## config.mk

```make
export PLATFORM = sky130hd
export DESIGN_NAME = fpm_ctrl
export DESIGN_NICKNAME = d
export VERILOG_FILES = /design/src/design/fpm_pkg.sv /design/src/design/fpm_sync.sv /design/src/design/fpm_ctrl.sv
export SDC_FILE = /design/constraint.sdc
export NUM_CORES = 1
export LEC_CHECK = 0
export BUFFER_PORTS_ARGS = -buffer_cell sky130_fd_sc_hd__buf_2
export CAP_MARGIN = 10
export CORE_MARGIN = 3
export CORE_UTILIZATION = 42
export CTS_BUF_LIST = sky130_fd_sc_hd__clkbuf_4
export DETAILED_ROUTE_END_ITERATION = 12
export GPL_ROUTABILITY_DRIVEN = 0
export GPL_TIMING_DRIVEN = 0
export PLACE_DENSITY = 0.71
export SLEW_MARGIN = 25
export SYNTH_ARGS = -nofsm -noshare
export SYNTH_HDL_FRONTEND = slang
export SYNTH_SLANG_ARGS = --single-unit
```

## constraint.sdc

```tcl
create_clock -name CLK -period 1.9 [get_ports CLK]
set_clock_uncertainty 0.05 [all_clocks]
set_input_delay 0.19 -clock CLK [delete_from_list [all_inputs] [get_ports CLK]]
set_output_delay 0.19 -clock CLK [all_outputs]
set_load 0.05 [all_outputs]
```

## src/design/fpm_pkg.sv

```systemverilog
// Package for the fan PWM mode controller: widths, counts, states, port structs.
// Assumes a single 100 MHz clock domain and comparator bits arriving asynchronously.
package fpm_pkg;

  // ----------------------------------------
  // Time base
  // ----------------------------------------
  localparam int CLK_HZ = 100_000_000;
  localparam int PWM_RATE_HZ = 30;
  localparam int RAMP_BITS = 8;
  localparam logic [RAMP_BITS-1:0] RAMP_MAX = 8'hFF;
  // Ramp steps per PWM period; one step every STEP_CYCLES clocks
  localparam int STEP_CYCLES_INT = CLK_HZ / (PWM_RATE_HZ * 256);
  localparam int STEP_BITS = 16;
  localparam logic [STEP_BITS-1:0] STEP_CYCLES = STEP_CYCLES_INT[STEP_BITS-1:0];
  localparam logic [STEP_BITS-1:0] STEP_ZERO = 16'h0000;

  // ----------------------------------------
  // Start-up timer
  // ----------------------------------------
  localparam int KICK_BITS = 6;
  localparam logic [KICK_BITS-1:0] KICKSTART_PERIODS = 6'h20;
  localparam logic [KICK_BITS-1:0] KICK_ZERO = 6'h00;
  localparam int SYNC_STAGES = 3;

  // ----------------------------------------
  // Types
  // ----------------------------------------
  typedef enum logic [1:0] {FPM_FORCED_OFF, FPM_AUTOOFF, FPM_KICKSTART, FPM_NORMAL} fpm_state_t;

  typedef struct packed {
    logic forced_off;     // control voltage below shutdown level
    logic release_ok;     // control voltage above release level
    logic below_autooff;  // control voltage below auto-off threshold
    logic restart_ok;     // above threshold plus hysteresis
    logic over_full;      // above full-duty threshold
  } fpm_cmp_t;

endpackage

```

## src/design/fpm_sync.sv

```systemverilog
// Three-stage synchroniser with agreement filter for one comparator bit.
// Assumes the input is asynchronous to CLK and changes slowly.
`timescale 1ns/100ps
module fpm_sync (
  input wire logic CLK,
  input wire logic SRST,
  input wire logic d,
  output logic q
);
  import fpm_pkg::*;

  logic [SYNC_STAGES-1:0] stage;

  always_ff @(posedge CLK) begin
    if (SRST) begin
      stage <= '0;
    end else begin
      stage <= {stage[SYNC_STAGES-2:0], d};
    end
  end

  // Only stages two and three are compared; stage one feeds stage two alone
  always_ff @(posedge CLK) begin
    if (SRST) begin
      q <= 1'b0;
    end else if (stage[1] == stage[2]) begin
      q <= stage[2];
    end
  end
endmodule // fpm_sync

```

## src/design/fpm_ctrl.sv

```systemverilog
// Mode and drive logic of the fan PWM controller, top module.
// Assumes analog comparators deliver single-bit results and a 100 MHz clock.
//
// Function
// - Duty rises linearly with control voltage
// - PWM period is the only time base
// - Start-up holds drive on 32 periods
// - Start-up on power-up and leaving off modes
// - Overheat flag low above full-duty level in kickstart or normal
// - Overheat flag never latches
// - Below auto-off threshold turns fan off
// - Leave auto-off only above hysteresis, kickstart
// - Forced-off stops everything, flag inactive
// - Forced-off resets all state except the input synchronisers
// - Release restarts with kickstart if above hysteresis
// - Release below threshold goes auto-off directly
// - Forced-off takes priority over everything
// - Fan drive is active high
// - Normal loops until an off mode
`timescale 1ns/100ps
module fpm_ctrl (
  input wire logic CLK,
  input wire logic SRST,
  input fpm_pkg::fpm_cmp_t CMP,
  input wire logic [fpm_pkg::RAMP_BITS-1:0] DUTY_CODE,
  output logic FAN_SWITCH_DRIVE,
  output logic OVERHEAT_FLAG_N,
  output fpm_pkg::fpm_state_t MODE,
  output logic [fpm_pkg::KICK_BITS-1:0] KICK_LEFT
);
  import fpm_pkg::*;

  // ----------------------------------------
  // Input synchronisation
  // ----------------------------------------
  fpm_cmp_t cmp_s;
  logic [RAMP_BITS-1:0] code_s1;
  logic [RAMP_BITS-1:0] code_s2;
  logic [RAMP_BITS-1:0] code_s3;
  logic [RAMP_BITS-1:0] code_hold;

  fpm_sync u_sync_off (.CLK(CLK), .SRST(SRST), .d(CMP.forced_off), .q(cmp_s.forced_off));
  fpm_sync u_sync_rel (.CLK(CLK), .SRST(SRST), .d(CMP.release_ok), .q(cmp_s.release_ok));
  fpm_sync u_sync_low (.CLK(CLK), .SRST(SRST), .d(CMP.below_autooff), .q(cmp_s.below_autooff));
  fpm_sync u_sync_rst (.CLK(CLK), .SRST(SRST), .d(CMP.restart_ok), .q(cmp_s.restart_ok));
  fpm_sync u_sync_ovr (.CLK(CLK), .SRST(SRST), .d(CMP.over_full), .q(cmp_s.over_full));

  always_ff @(posedge CLK) begin
    if (SRST) begin
      code_s1 <= '0;
      code_s2 <= '0;
      code_s3 <= '0;
    end else begin
      code_s1 <= DUTY_CODE;
      code_s2 <= code_s1;
      code_s3 <= code_s2;
    end
  end

  // ----------------------------------------
  // Ramp time base
  // ----------------------------------------
  logic [STEP_BITS-1:0] step_cnt;
  logic [RAMP_BITS-1:0] ramp;
  logic step_tick;
  logic period_end;
  logic kill;

  assign step_tick = (step_cnt == STEP_CYCLES - 16'h0001);
  assign period_end = step_tick && (ramp == RAMP_MAX);
  assign kill = cmp_s.forced_off;

  always_ff @(posedge CLK) begin
    if (SRST || kill) begin
      step_cnt <= STEP_ZERO;
    end else if (step_tick) begin
      step_cnt <= STEP_ZERO;
    end else begin
      step_cnt <= step_cnt + 16'h0001;
    end
  end

  always_ff @(posedge CLK) begin
    if (SRST || kill) begin
      ramp <= '0;
    end else if (step_tick) begin
      ramp <= ramp + 8'h01;
    end
  end

  // Code sampled once per period
  // Taken only when stages two and three agree; a code in motion waits a period
  always_ff @(posedge CLK) begin
    if (SRST || kill) begin
      code_hold <= '0;
    end else if (period_end && (code_s2 == code_s3)) begin
      code_hold <= code_s3;
    end
  end

  // ----------------------------------------
  // Mode state machine
  // ----------------------------------------
  fpm_state_t state;
  fpm_state_t next_state;
  logic [KICK_BITS-1:0] kick_cnt;
  logic [KICK_BITS-1:0] next_kick_cnt;

  always_comb begin
    next_state = state;
    next_kick_cnt = kick_cnt;
    case (state)
      FPM_FORCED_OFF: begin
        // Release with restart kicks the fan
        if (cmp_s.release_ok && cmp_s.restart_ok) begin
          next_state = FPM_KICKSTART;
          next_kick_cnt = KICKSTART_PERIODS;
        end else if (cmp_s.release_ok) begin
          next_state = FPM_AUTOOFF;
        end
      end
      FPM_AUTOOFF: begin
        if (cmp_s.restart_ok) begin
          next_state = FPM_KICKSTART;
          next_kick_cnt = KICKSTART_PERIODS;
        end
      end
      FPM_KICKSTART: begin
        // Auto-off ends the kick as well
        if (cmp_s.below_autooff) begin
          next_state = FPM_AUTOOFF;
          next_kick_cnt = KICK_ZERO;
        end else if (period_end) begin
          next_kick_cnt = kick_cnt - 6'h01;
          if (kick_cnt == 6'h01) begin
            next_state = FPM_NORMAL;
          end
        end
      end
      FPM_NORMAL: begin
        if (cmp_s.below_autooff) begin
          next_state = FPM_AUTOOFF;
        end
      end
      default: begin
        next_state = FPM_FORCED_OFF;
        next_kick_cnt = KICK_ZERO;
      end
    endcase
  end

  // Power-up starts in forced-off, then kickstart or auto-off on release
  always_ff @(posedge CLK) begin
    if (SRST || kill) begin
      state <= FPM_FORCED_OFF;
      kick_cnt <= KICK_ZERO;
    end else begin
      state <= next_state;
      kick_cnt <= next_kick_cnt;
    end
  end

  // ----------------------------------------
  // Outputs
  // ----------------------------------------
  // Ramp runs free and is not restarted at kickstart, so the first kick period can be partial

  always_ff @(posedge CLK) begin
    if (SRST || kill) begin
      FAN_SWITCH_DRIVE <= 1'b0;
    end else begin
      case (next_state)
        FPM_KICKSTART: FAN_SWITCH_DRIVE <= 1'b1;
        FPM_NORMAL: FAN_SWITCH_DRIVE <= cmp_s.over_full || (ramp < code_hold);
        default: FAN_SWITCH_DRIVE <= 1'b0;
      endcase
    end
  end

  // Flag low while above full duty in kickstart or normal
  always_ff @(posedge CLK) begin
    if (SRST || kill) begin
      OVERHEAT_FLAG_N <= 1'b1;
    end else begin
      OVERHEAT_FLAG_N <= !(cmp_s.over_full &&
                           (next_state == FPM_NORMAL || next_state == FPM_KICKSTART));
    end
  end

  always_ff @(posedge CLK) begin
    if (SRST || kill) begin
      MODE <= FPM_FORCED_OFF;
      KICK_LEFT <= KICK_ZERO;
    end else begin
      MODE <= next_state;
      KICK_LEFT <= next_kick_cnt;
    end
  end
endmodule // fpm_ctrl

```

**Word level (Yosys, flattened, before mapping)**

Cells that the tools add are included.

- Input bits: 15
- Logic and storage cells: 67
- Register bits: 86
- Output and inout port bits: 10

- Equal/unequal tests: 17
- Multiplexer cells: 14
- Reductions and logical operators: 12
- Magnitude comparators: 1
- Add/subtract/negate cells: 3

Operators by type and width:

| cell | number |
|---|---|
| $mux 6 | 4 |
| $pmux 6 s3 | 1 |
| $add 16x1->16 const B | 1 |
| $eq 16x14->1 const B | 1 |
| $mux 2 | 7 |
| $add 8x1->8 const B | 1 |
| $eq 2x2->1 const B | 4 |
| $eq 8x8->1 | 1 |
| $eq 8x8->1 const B | 1 |
| $lt 8x8->1 | 1 |
| $pmux 2 s4 | 1 |
| $eq 6x1->1 const B | 1 |
| $sub 6x1->6 const B | 1 |
| $eq 1x1->1 | 5 |
| $logic_and 1x1->1 | 4 |
| $reduce_and 4->1 | 1 |
| $logic_or 1x1->1 | 3 |
| $ne 3x2->1 const B | 1 |
| $reduce_bool 3->1 | 1 |
| $eq 2x1->1 const B | 1 |
| $logic_not 2->1 | 1 |
| $ne 2x1->1 const B | 1 |
| $ne 2x2->1 const B | 1 |
| $pmux 1 s2 | 1 |
| other kinds (2) | 2 |

**Longest topological paths before layout**

Gate-level depths: netlist of run 1.

- Depth in word-level cells: 9
- Depth in mapped cells: 6
- Mapped depth without buffers: 6

**By module**

Synthesis of run 1 repeated with hierarchy kept, for this count alone.

- Cells, all modules: 352
- Area total of the unflattened synthesis: 3410.8 um^2

Modules (own cells, without submodules):

| module | area an instance (um^2) | seq. area each (um^2) | times used | cells an instance |
|---|---|---|---|---|
| fpm_ctrl | 2847.7 | 1321.3 | 1 | 302 |
| fpm_sync | 112.6 | 80.1 | 5 | 10 |

**Least setup slack after synthesis of run 1**

No wires, ideal clock.

- Kind: register to register
- Start point: register step_cnt[9]
- End point: register KICK_LEFT[5] (netlist bit)
- Buffers on the path: 0
- Data required time: 1.776 ns
- Clock period less this slack: 1.976 ns
- Setup slack: -0.076 ns
- Cell stages (with the launch flop): 6
- Data arrival time: 1.851 ns
- Library setup time: 0.074 ns
- Cells stage by stage: dfxtp_1 -> or3b_4 -> nor4_4 -> nand3_1 -> or4_1 -> a31oi_1

- Cells in the longest elaborated chain, start to end: 4

Ends and longest elaborated chain:

| item | line | text |
|---|---|---|
| start, declared | fpm_ctrl.sv:63 | `logic [STEP_BITS-1:0] step_cnt;` |
| start signal, assigned | fpm_ctrl.sv:79 | `step_cnt <= step_cnt + 16'h0001;` |
| $eq 16x14->1 | fpm_ctrl.sv:69 | `assign step_tick = (step_cnt == STEP_CYCLES - 16'h0001);` |
| $logic_and 1x1->1 | fpm_ctrl.sv:70 | `assign period_end = step_tick && (ramp == RAMP_MAX);` |
| $ne 3x2->1 (no source line) | - |  |
| $reduce_and 4->1 (no source line) | - |  |
| end signal, assigned | fpm_ctrl.sv:196 | `KICK_LEFT <= next_kick_cnt;` |
| end, declared | fpm_ctrl.sv:29 | `output logic [fpm_pkg::KICK_BITS-1:0] KICK_LEFT` |

Every way passes these cells.
A chain may end at the register's enable or synchronous reset.

**Worst setup path after layout of run 1**

- Start point: register step_cnt[9]
- End point: register FAN_SWITCH_DRIVE

- Cells in the longest elaborated chain, start to end: 7
- Elaborated cells on any way between the ends: 8
- Classes of those cells: eq/ne (3); mux (4); reduce/logical (1)

Ends and longest elaborated chain:

| item | line | text |
|---|---|---|
| $eq 16x14->1 * | fpm_ctrl.sv:69 |  |
| $logic_and 1x1->1 * | fpm_ctrl.sv:70 |  |
| $mux 2 * | fpm_ctrl.sv:133 | `end else if (period_end) begin` |
| $mux 2 * | fpm_ctrl.sv:130 | `if (cmp_s.below_autooff) begin` |
| $pmux 2 s4 * | fpm_ctrl.sv:112 | `case (state)` |
| $eq 2x2->1 | fpm_ctrl.sv:172 | `case (next_state)` |
| $pmux 1 s2 * | fpm_ctrl.sv:172 |  |
| end signal, assigned | fpm_ctrl.sv:174 | `FPM_NORMAL: FAN_SWITCH_DRIVE <= cmp_s.over_full \|\| (ramp < code_hold);` |
| end, declared | fpm_ctrl.sv:26 | `output logic FAN_SWITCH_DRIVE,` |

Mark *: on every way between the ends. The rest lies on a longest branch, timed or not.

==> impl_metrics.csv, run 1 <==
group,metric,value,unit
die,placementRows,31,
route,wl_per_cell,11.50,um
setup_path,cp-end-kind,"flip-flop",
synth,yosys.area_share.simple,26.49,%
sta,post-route-period-util,100.8,%
clocking,clock_sinks,86,
die,dieArea,9057,um2
flow_run,drv_cap,0,
route,postRouteWirelength,5819,um
clocking,insertion_delay,440,ps
route,first_pass_iters,4,
clocking,cts_tree,"yes",
synth,syn_area,3339,um2
synth,synth_compound_gate_area_share,5.433,%
sta,rsz0062_at_grt,"true",
global_route,grt_pass1_vias,2315,
finish,fin_area,3998,um2
clocking,htree_levels,3,
global_route,grt_pass1_wl,10130,um
synth,async_reset_ff_share,0,%
global_route,grt_start_max_net_pins,18,
die,start_util,44.61,%
route,vias,2468,
sta,fin_ws,-14.32,ps
finish,nets,428,
synth,synth_enable_flop_cells,0,
finish,drive_above_1_share,18.43,%
finish,syn2layout_area_growth,19.71,%
placed_design,dp.cells,468,
setup_path,cpLargestDelayFamily,"simple AND/OR/NAND/NOR gates",
sta,worst-slew-pin-transition,534.0,ps
setup_path,worstPathRequired,2190,ps
setup_path,crit_path_max_incr_delay,410,ps
route,wl_met1,2606,um
clocking,numCtsBuffers,9,
sta,relSlewSlack,64.07,%
synth,avgSynthCellArea,9.652,um2
route,met2_length,2938,um
finish,fin_cells,506,
synth,synth_top_family_by_area,"simple AND/OR/NAND/NOR gates",
power_and_ir_drop,p_leak,1.637,nW
die,fp.coreArea,7486,um2
sta,holdWs,69.57,ps
global_route,antenna_found_initial,0,
power_and_ir_drop,total_power,2.966,mW
route,top_layer,"met4",
setup_path,critPathLaunchType,"flip-flop",
setup_path,arrival,2200,ps
route,drt_iter0_markers,89,
synth,yosysWarningCount,0,
synth,syn_nets,372,
hold_path,hold_class,"in -> reg",
route,wl_met3,223,um
clocking,clk_pin_slew,150,ps
setup_path,cp_cell_sequence,"or3b_4, nor4_4, buf_4, nand3_2, o31a_2, o31a_1",
synth,ys.flop_type,"dfxtp_1",
synth,synthMuxAreaShare,2.398,%
global_route,overflow,0,
power_and_ir_drop,ir_worst_vdd,585.7,uV
synth,synth-seq-cells,86,
finish,fin_util,53.40,%
synth,yosysSeqAreaShare,51.55,%
synth,netlist_instances,346,
finish,antenna_cells,0,
setup_path,cp_num_buf_inv,1,
route,drc,0,
synth,synth.distinct_cells,40,
outcome,outcome,"complete, but fails checks",
synth,synth_fa_ha_area_share,4.121,%
sta,hold_viol_final,0,
synth,yosys.area_share.xor_xnor,7.868,%
global_route,grt_use_total,14.19,%
placed_design,io_buffers,23,
setup_path,cp_max_fo,5,
placed_design,dp_hpwl,3989,um
power_and_ir_drop,powerDensity,741.9,nW/um2
die,die_width,95.17,um
setup_path,slowest_stage,"or3b_4",
clocking,cts_buffer_depth,2,
outcome,violations,"setup timing",
setup_path,path_class,"reg -> reg",
die,io-pin-count,25,
sta,slew_violations,0,
die,dieHeight,95.17,um
route,via_per_inst,4.877,
finish,final.fill_count,668,
sta,post-route-min-period,1914,ps
route,postRouteAntennaNets,0,
clocking,root_buffer,"clkbuf_4",
sta,max_freq,522.4,MHz
placed_design,placed_area,3581,um2
sta,finalSetupViolCount,1,
==> placed cells by master, fill, tap and decap left out, types with 3 or more instances in the layout <==
cell type,instances
a21oi_1,14
and3_1,5
buf_2,23
buf_4,8
clkbuf_1,6
clkbuf_4,9
dfxtp_1,74
dfxtp_2,11
dlygate4sd3_1,13
ha_1,10
inv_1,11
inv_6,3
mux2i_1,8
nand2_1,21
nand2b_1,3
nand3_1,13
nand4_1,4
nor2_1,42
nor2b_1,40
nor3_1,5
o21ai_0,11
or3_1,5
xnor2_1,9
xor2_1,21
==> area by class of cell <==
| cell class | instances | area, um2 | area share (%) |
|---|---|---|---|
| plain buffers | 8 | 31.28 | 0.7825 |
| clock buffers | 9 | 67.56 | 1.690 |
| clock inverters | 7 | 66.31 | 1.659 |
| inverters | 11 | 41.29 | 1.033 |
| multi-input cells | 241 | 1612 | 40.31 |
| flip-flops and latches | 86 | 1739 | 43.51 |
| well taps | 99 | 123.9 | 3.099 |
| repair buffers | 45 | 316.6 | 7.919 |
==> kinds of logic (layout without fill, tap and decap cells) <==
group,after synthesis,count (layout)
multiplexers,8,8
flip-flops,86,86
adder cells (fa/ha/maj),11,11
AO/OA/AOI/OAI,32,32
buffers and inverters,19,80
AND/OR/NAND/NOR,160,160
XOR/XNOR,30,30
==> power by group <==
group	leakage (nW)	internal (mW)	switching, mW
clock network	0.0720	0.300	0.680
registers	0.706	1.84	0.0211
logic	0.859	0.0653	0.0562
==> repair_timing <==
item                       4_1_cts  5_1_grt
buffers inserted                 7        2
setup endpoints to repair       30       31
resized for setup               10       12
hold buffers                    13        0
pin swaps                       10        5
hold endpoints to repair        13        0
==> path summary, 6_finish.rpt <==
check	startpoint	to	slack, ps	depth (start not counted)
worst max-delay path	step_cnt[9]$_SDFF_PP0_	FAN_SWITCH_DRIVE$_SDFF_PP0_	-10	6
worst min-delay path	SRST	code_s1[0]$_SDFF_PP0_	70	2
worst max register to register	step_cnt[9]$_SDFF_PP0_	FAN_SWITCH_DRIVE$_SDFF_PP0_	-10	6
worst min register to register	u_sync_ovr.q$_SDFFE_PP0N_	OVERHEAT_FLAG_N$_SDFF_PP1_	390	1
==> layer usage <==
layer | vias to the layer above | global-route usage (%)
met4 | 0 | 4.567
met1 | 1154 | 16.75
met2 | 34 | 23.67
li1 | 1275 | -
met3 | 5 | 5.446
met5 | - | 0
==> synthesized netlist by cell type (3+ instances only) <==
master    instances  area share, %
a21oi_1          14            2.1
and3_1            5           0.94
clkbuf_1          7           0.79
dfxtp_1          86             52
ha_1             11            4.1
inv_1            11            1.2
mux2i_1           8            2.4
nand2_1          22            2.5
nand2b_1          3           0.56
nand3_1          14            2.1
nand4_1           4           0.75
nor2_1           42            4.7
nor2b_1          40            7.5
nor3_1            5           0.75
o21ai_0          11            1.6
or3_1             5           0.94
xnor2_1           9            2.4
xor2_1           21            5.5
==> flip-flops by register name, summed over array words and instances (netlist names) <==
name	count
code_s2	8
ramp	8
u_sync_off.stage	3
u_sync_rst.q	1
u_sync_ovr.q	1
MODE	2
code_hold	8
FAN_SWITCH_DRIVE	1
code_s3	8
u_sync_rel.q	1
u_sync_rel.stage	3
code_s1	8
u_sync_off.q	1
u_sync_low.q	1
u_sync_rst.stage	3
OVERHEAT_FLAG_N	1
step_cnt	16
u_sync_ovr.stage	3
u_sync_low.stage	3
KICK_LEFT	6
==> through the flow <==
stage          worst slack, ps  setup TNS [ps]
2_1_floorplan           -55.41          -127.1
3_3_place_gp            -422.2           -7570
3_5_place_dp            -469.8           -8486
4_1_cts                 -106.1          -879.4
5_1_grt                 -63.99          -437.1
6_report                -14.32          -14.32
No activity file was read; power rests on OpenSTA's default activity.
==> inputs of run 2 (changes only) <==
--- a/config.mk
+++ b/config.mk
@@ -14,6 +14,7 @@
 export GPL_ROUTABILITY_DRIVEN = 0
 export GPL_TIMING_DRIVEN = 0
 export PLACE_DENSITY = 0.71
+export SETUP_SLACK_MARGIN = 0.3
 export SLEW_MARGIN = 25
 export SYNTH_ARGS = -nofsm -noshare
 export SYNTH_HDL_FRONTEND = slang
==> run 2 against run 1 <==
The run still ends with setup timing left. Count of clock-buffer cells in the layout unchanged. First-iteration DRC count down 12%. Clock power up 10%. Register-to-register slack worse by 60 ps. Final cell count up 2.8%. Setup slack worse by 64 ps. Flip-flop and latch count unchanged. Non-clock buffer count up 14. Wire length up 12%. Total power up 3.9%. Core utilization up 4.6 points. Sequential share of layout area down 3.3 points. Highest routed layer unchanged.
==> impl_metrics.csv, run 2 (synthesis gave the netlist of run 1 again) <==
group,metric,value,unit
outcome,outcome,"complete, but fails checks",
outcome,violations,"setup timing",
setup_path,cp-end-kind,"flip-flop",
die,die_width,95.17,um
route,drt_iter0_markers,78,
route,postRouteAntennaNets,0,
die,dieArea,9057,um2
global_route,antenna_found_initial,0,
route,wl_per_cell,12.51,um
sta,slew_violations,0,
placed_design,dp.cells,468,
setup_path,arrival,2260,ps
flow_run,drv_cap,0,
sta,setup_tns,-174.1,ps
finish,top_register,"step_cnt",
global_route,overflow,0,
clocking,root_buffer,"clkbuf_4",
sta,hold_viol_final,0,
route,first_pass_iters,4,
clocking,numCtsBuffers,9,
sta,rsz0062_at_grt,"true",
route,drc,0,
clocking,clock_sinks,86,
placed_design,io_buffers,23,
die,dieHeight,95.17,um
clocking,cts_tree,"yes",
power_and_ir_drop,p_leak,1.793,nW
global_route,grt_pass1_wl,11140,um
sta,post-route-min-period,1978,ps
setup_path,cp_max_fo,4,
setup_path,worstPathRequired,2180,ps
finish,final.fill_count,639,
finish,largest_reg_flops,16,
power_and_ir_drop,powerDensity,710.5,nW/um2
setup_path,critPathLaunchType,"flip-flop",
finish,drive_above_1_share,25.42,%
clocking,insertion_delay,430,ps
sta,post-route-period-util,104.1,%
clocking,htree_levels,3,
setup_path,crit_path_max_incr_delay,420,ps
die,io-pin-count,25,
clocking,clk_pin_slew,150,ps
finish,nets,442,
die,fp.coreArea,7486,um2
die,start_util,44.61,%
finish,final_common_cell,"dfxtp_1",
finish,syn2layout_area_growth,29.94,%
sta,max_freq,505.6,MHz
sta,fin_ws,-77.84,ps
route,via_per_inst,4.946,
sta,finalSetupViolCount,9,
hold_path,hold_class,"in -> reg",
power_and_ir_drop,ir_worst_vdd,665.4,uV
placed_design,dp_hpwl,4250,um
finish,mostFrequentLayoutCells,"dfxtp_1, nor2b_1, nor2_1",
route,postRouteWirelength,6507,um
setup_path,path_class,"reg -> reg",
finish,antenna_cells,0,
setup_path,cp_cell_sequence,"or3b_4, nor4_4, buf_6, nand3_4, o31a_4, o31a_1",
finish,fin_cells,520,
global_route,grt_start_max_net_pins,17,
sta,relSlewSlack,61.02,%
die,placementRows,31,
sta,worst-slew-pin-transition,579.3,ps
global_route,grt_pass1_vias,2575,
global_route,grt_use_total,15.72,%
setup_path,slowest_stage,"or3b_4",
route,vias,2572,
clocking,cts_buffer_depth,2,
## run 2: area by class of cell
type                            count  area [um2]  share of cell area [%]
Buffer                              8       53.80                   1.240
Clock buffer                        9       67.56                   1.557
Clock inverter                      7       81.33                   1.874
Inverter                           11       41.29                  0.9516
Multi-Input combinational cell    241        1753                   40.40
Sequential cell                    86        1747                   40.25
Tap cell                           99       123.9                   2.855
Timing Repair Buffer               59       471.7                   10.87
## run 2: report_power, final
part / leakage (nW) / total [mW] / switching [mW] / internal (mW)
registers: 0.707 / 1.86 / 0.0195 / 1.84
logic: 1.00 / 0.143 / 0.0641 / 0.0791
clock network: 0.0828 / 1.08 / 0.659 / 0.422
total: 1.79 / 3.08 / 0.743 / 2.34
## run 2: path summary, 6_finish.rpt
check	from	to	slack, ps	depth (start not counted)
setup / recovery	step_cnt[11]$_SDFF_PP0_	FAN_SWITCH_DRIVE$_SDFF_PP0_	-80	6
hold / removal	SRST	code_s1[0]$_SDFF_PP0_	80	2
setup reg to reg	step_cnt[11]$_SDFF_PP0_	FAN_SWITCH_DRIVE$_SDFF_PP0_	-80	6
hold reg to reg	u_sync_ovr.q$_SDFFE_PP0N_	OVERHEAT_FLAG_N$_SDFF_PP1_	390	1
## run 2: worst max-delay path: cells and delay by family, from the launching register on
family                 cells  cell delay, ps
AND/OR/NAND/NOR            3             780
flip-flops                 1             350
AO/OA/AOI/OAI              2             530
buffers and inverters      1             160
## run 2: stage by stage
step	hold WS (ps)	power, mW	area (um2)	worst slack (ps)	utilization, %
after floorplan	268.2	1.970	3387	-29.39	-
after global placement	349.3	2.001	3626	-236.5	48.44
after detailed placement	353.2	2.007	3626	-256.3	48.44
after CTS	57.07	3.125	4204	-62.59	56.16
after global routing	76.89	3.231	4339	-168.3	57.96
final	84.86	3.083	4339	-77.84	57.96
## run 2: repair_timing
item                       4_1_cts  5_1_grt
setup buffers                   19        3
gates cloned                     0        1
setup endpoints to repair       40       34
hold endpoints to repair        13        0
gates resized for setup         32       26
hold buffers                    13        0
pin swaps                       19        9
## run 2: routing by layer
metal	vias to the layer above	part of all wire [%]	global-route usage, %
met4	0	1.2	6.250
met3	8	2.8	4.262
met1	1225	44	17.65
li1	1309	-	-
met2	30	52	28.05
met5	-	0	0
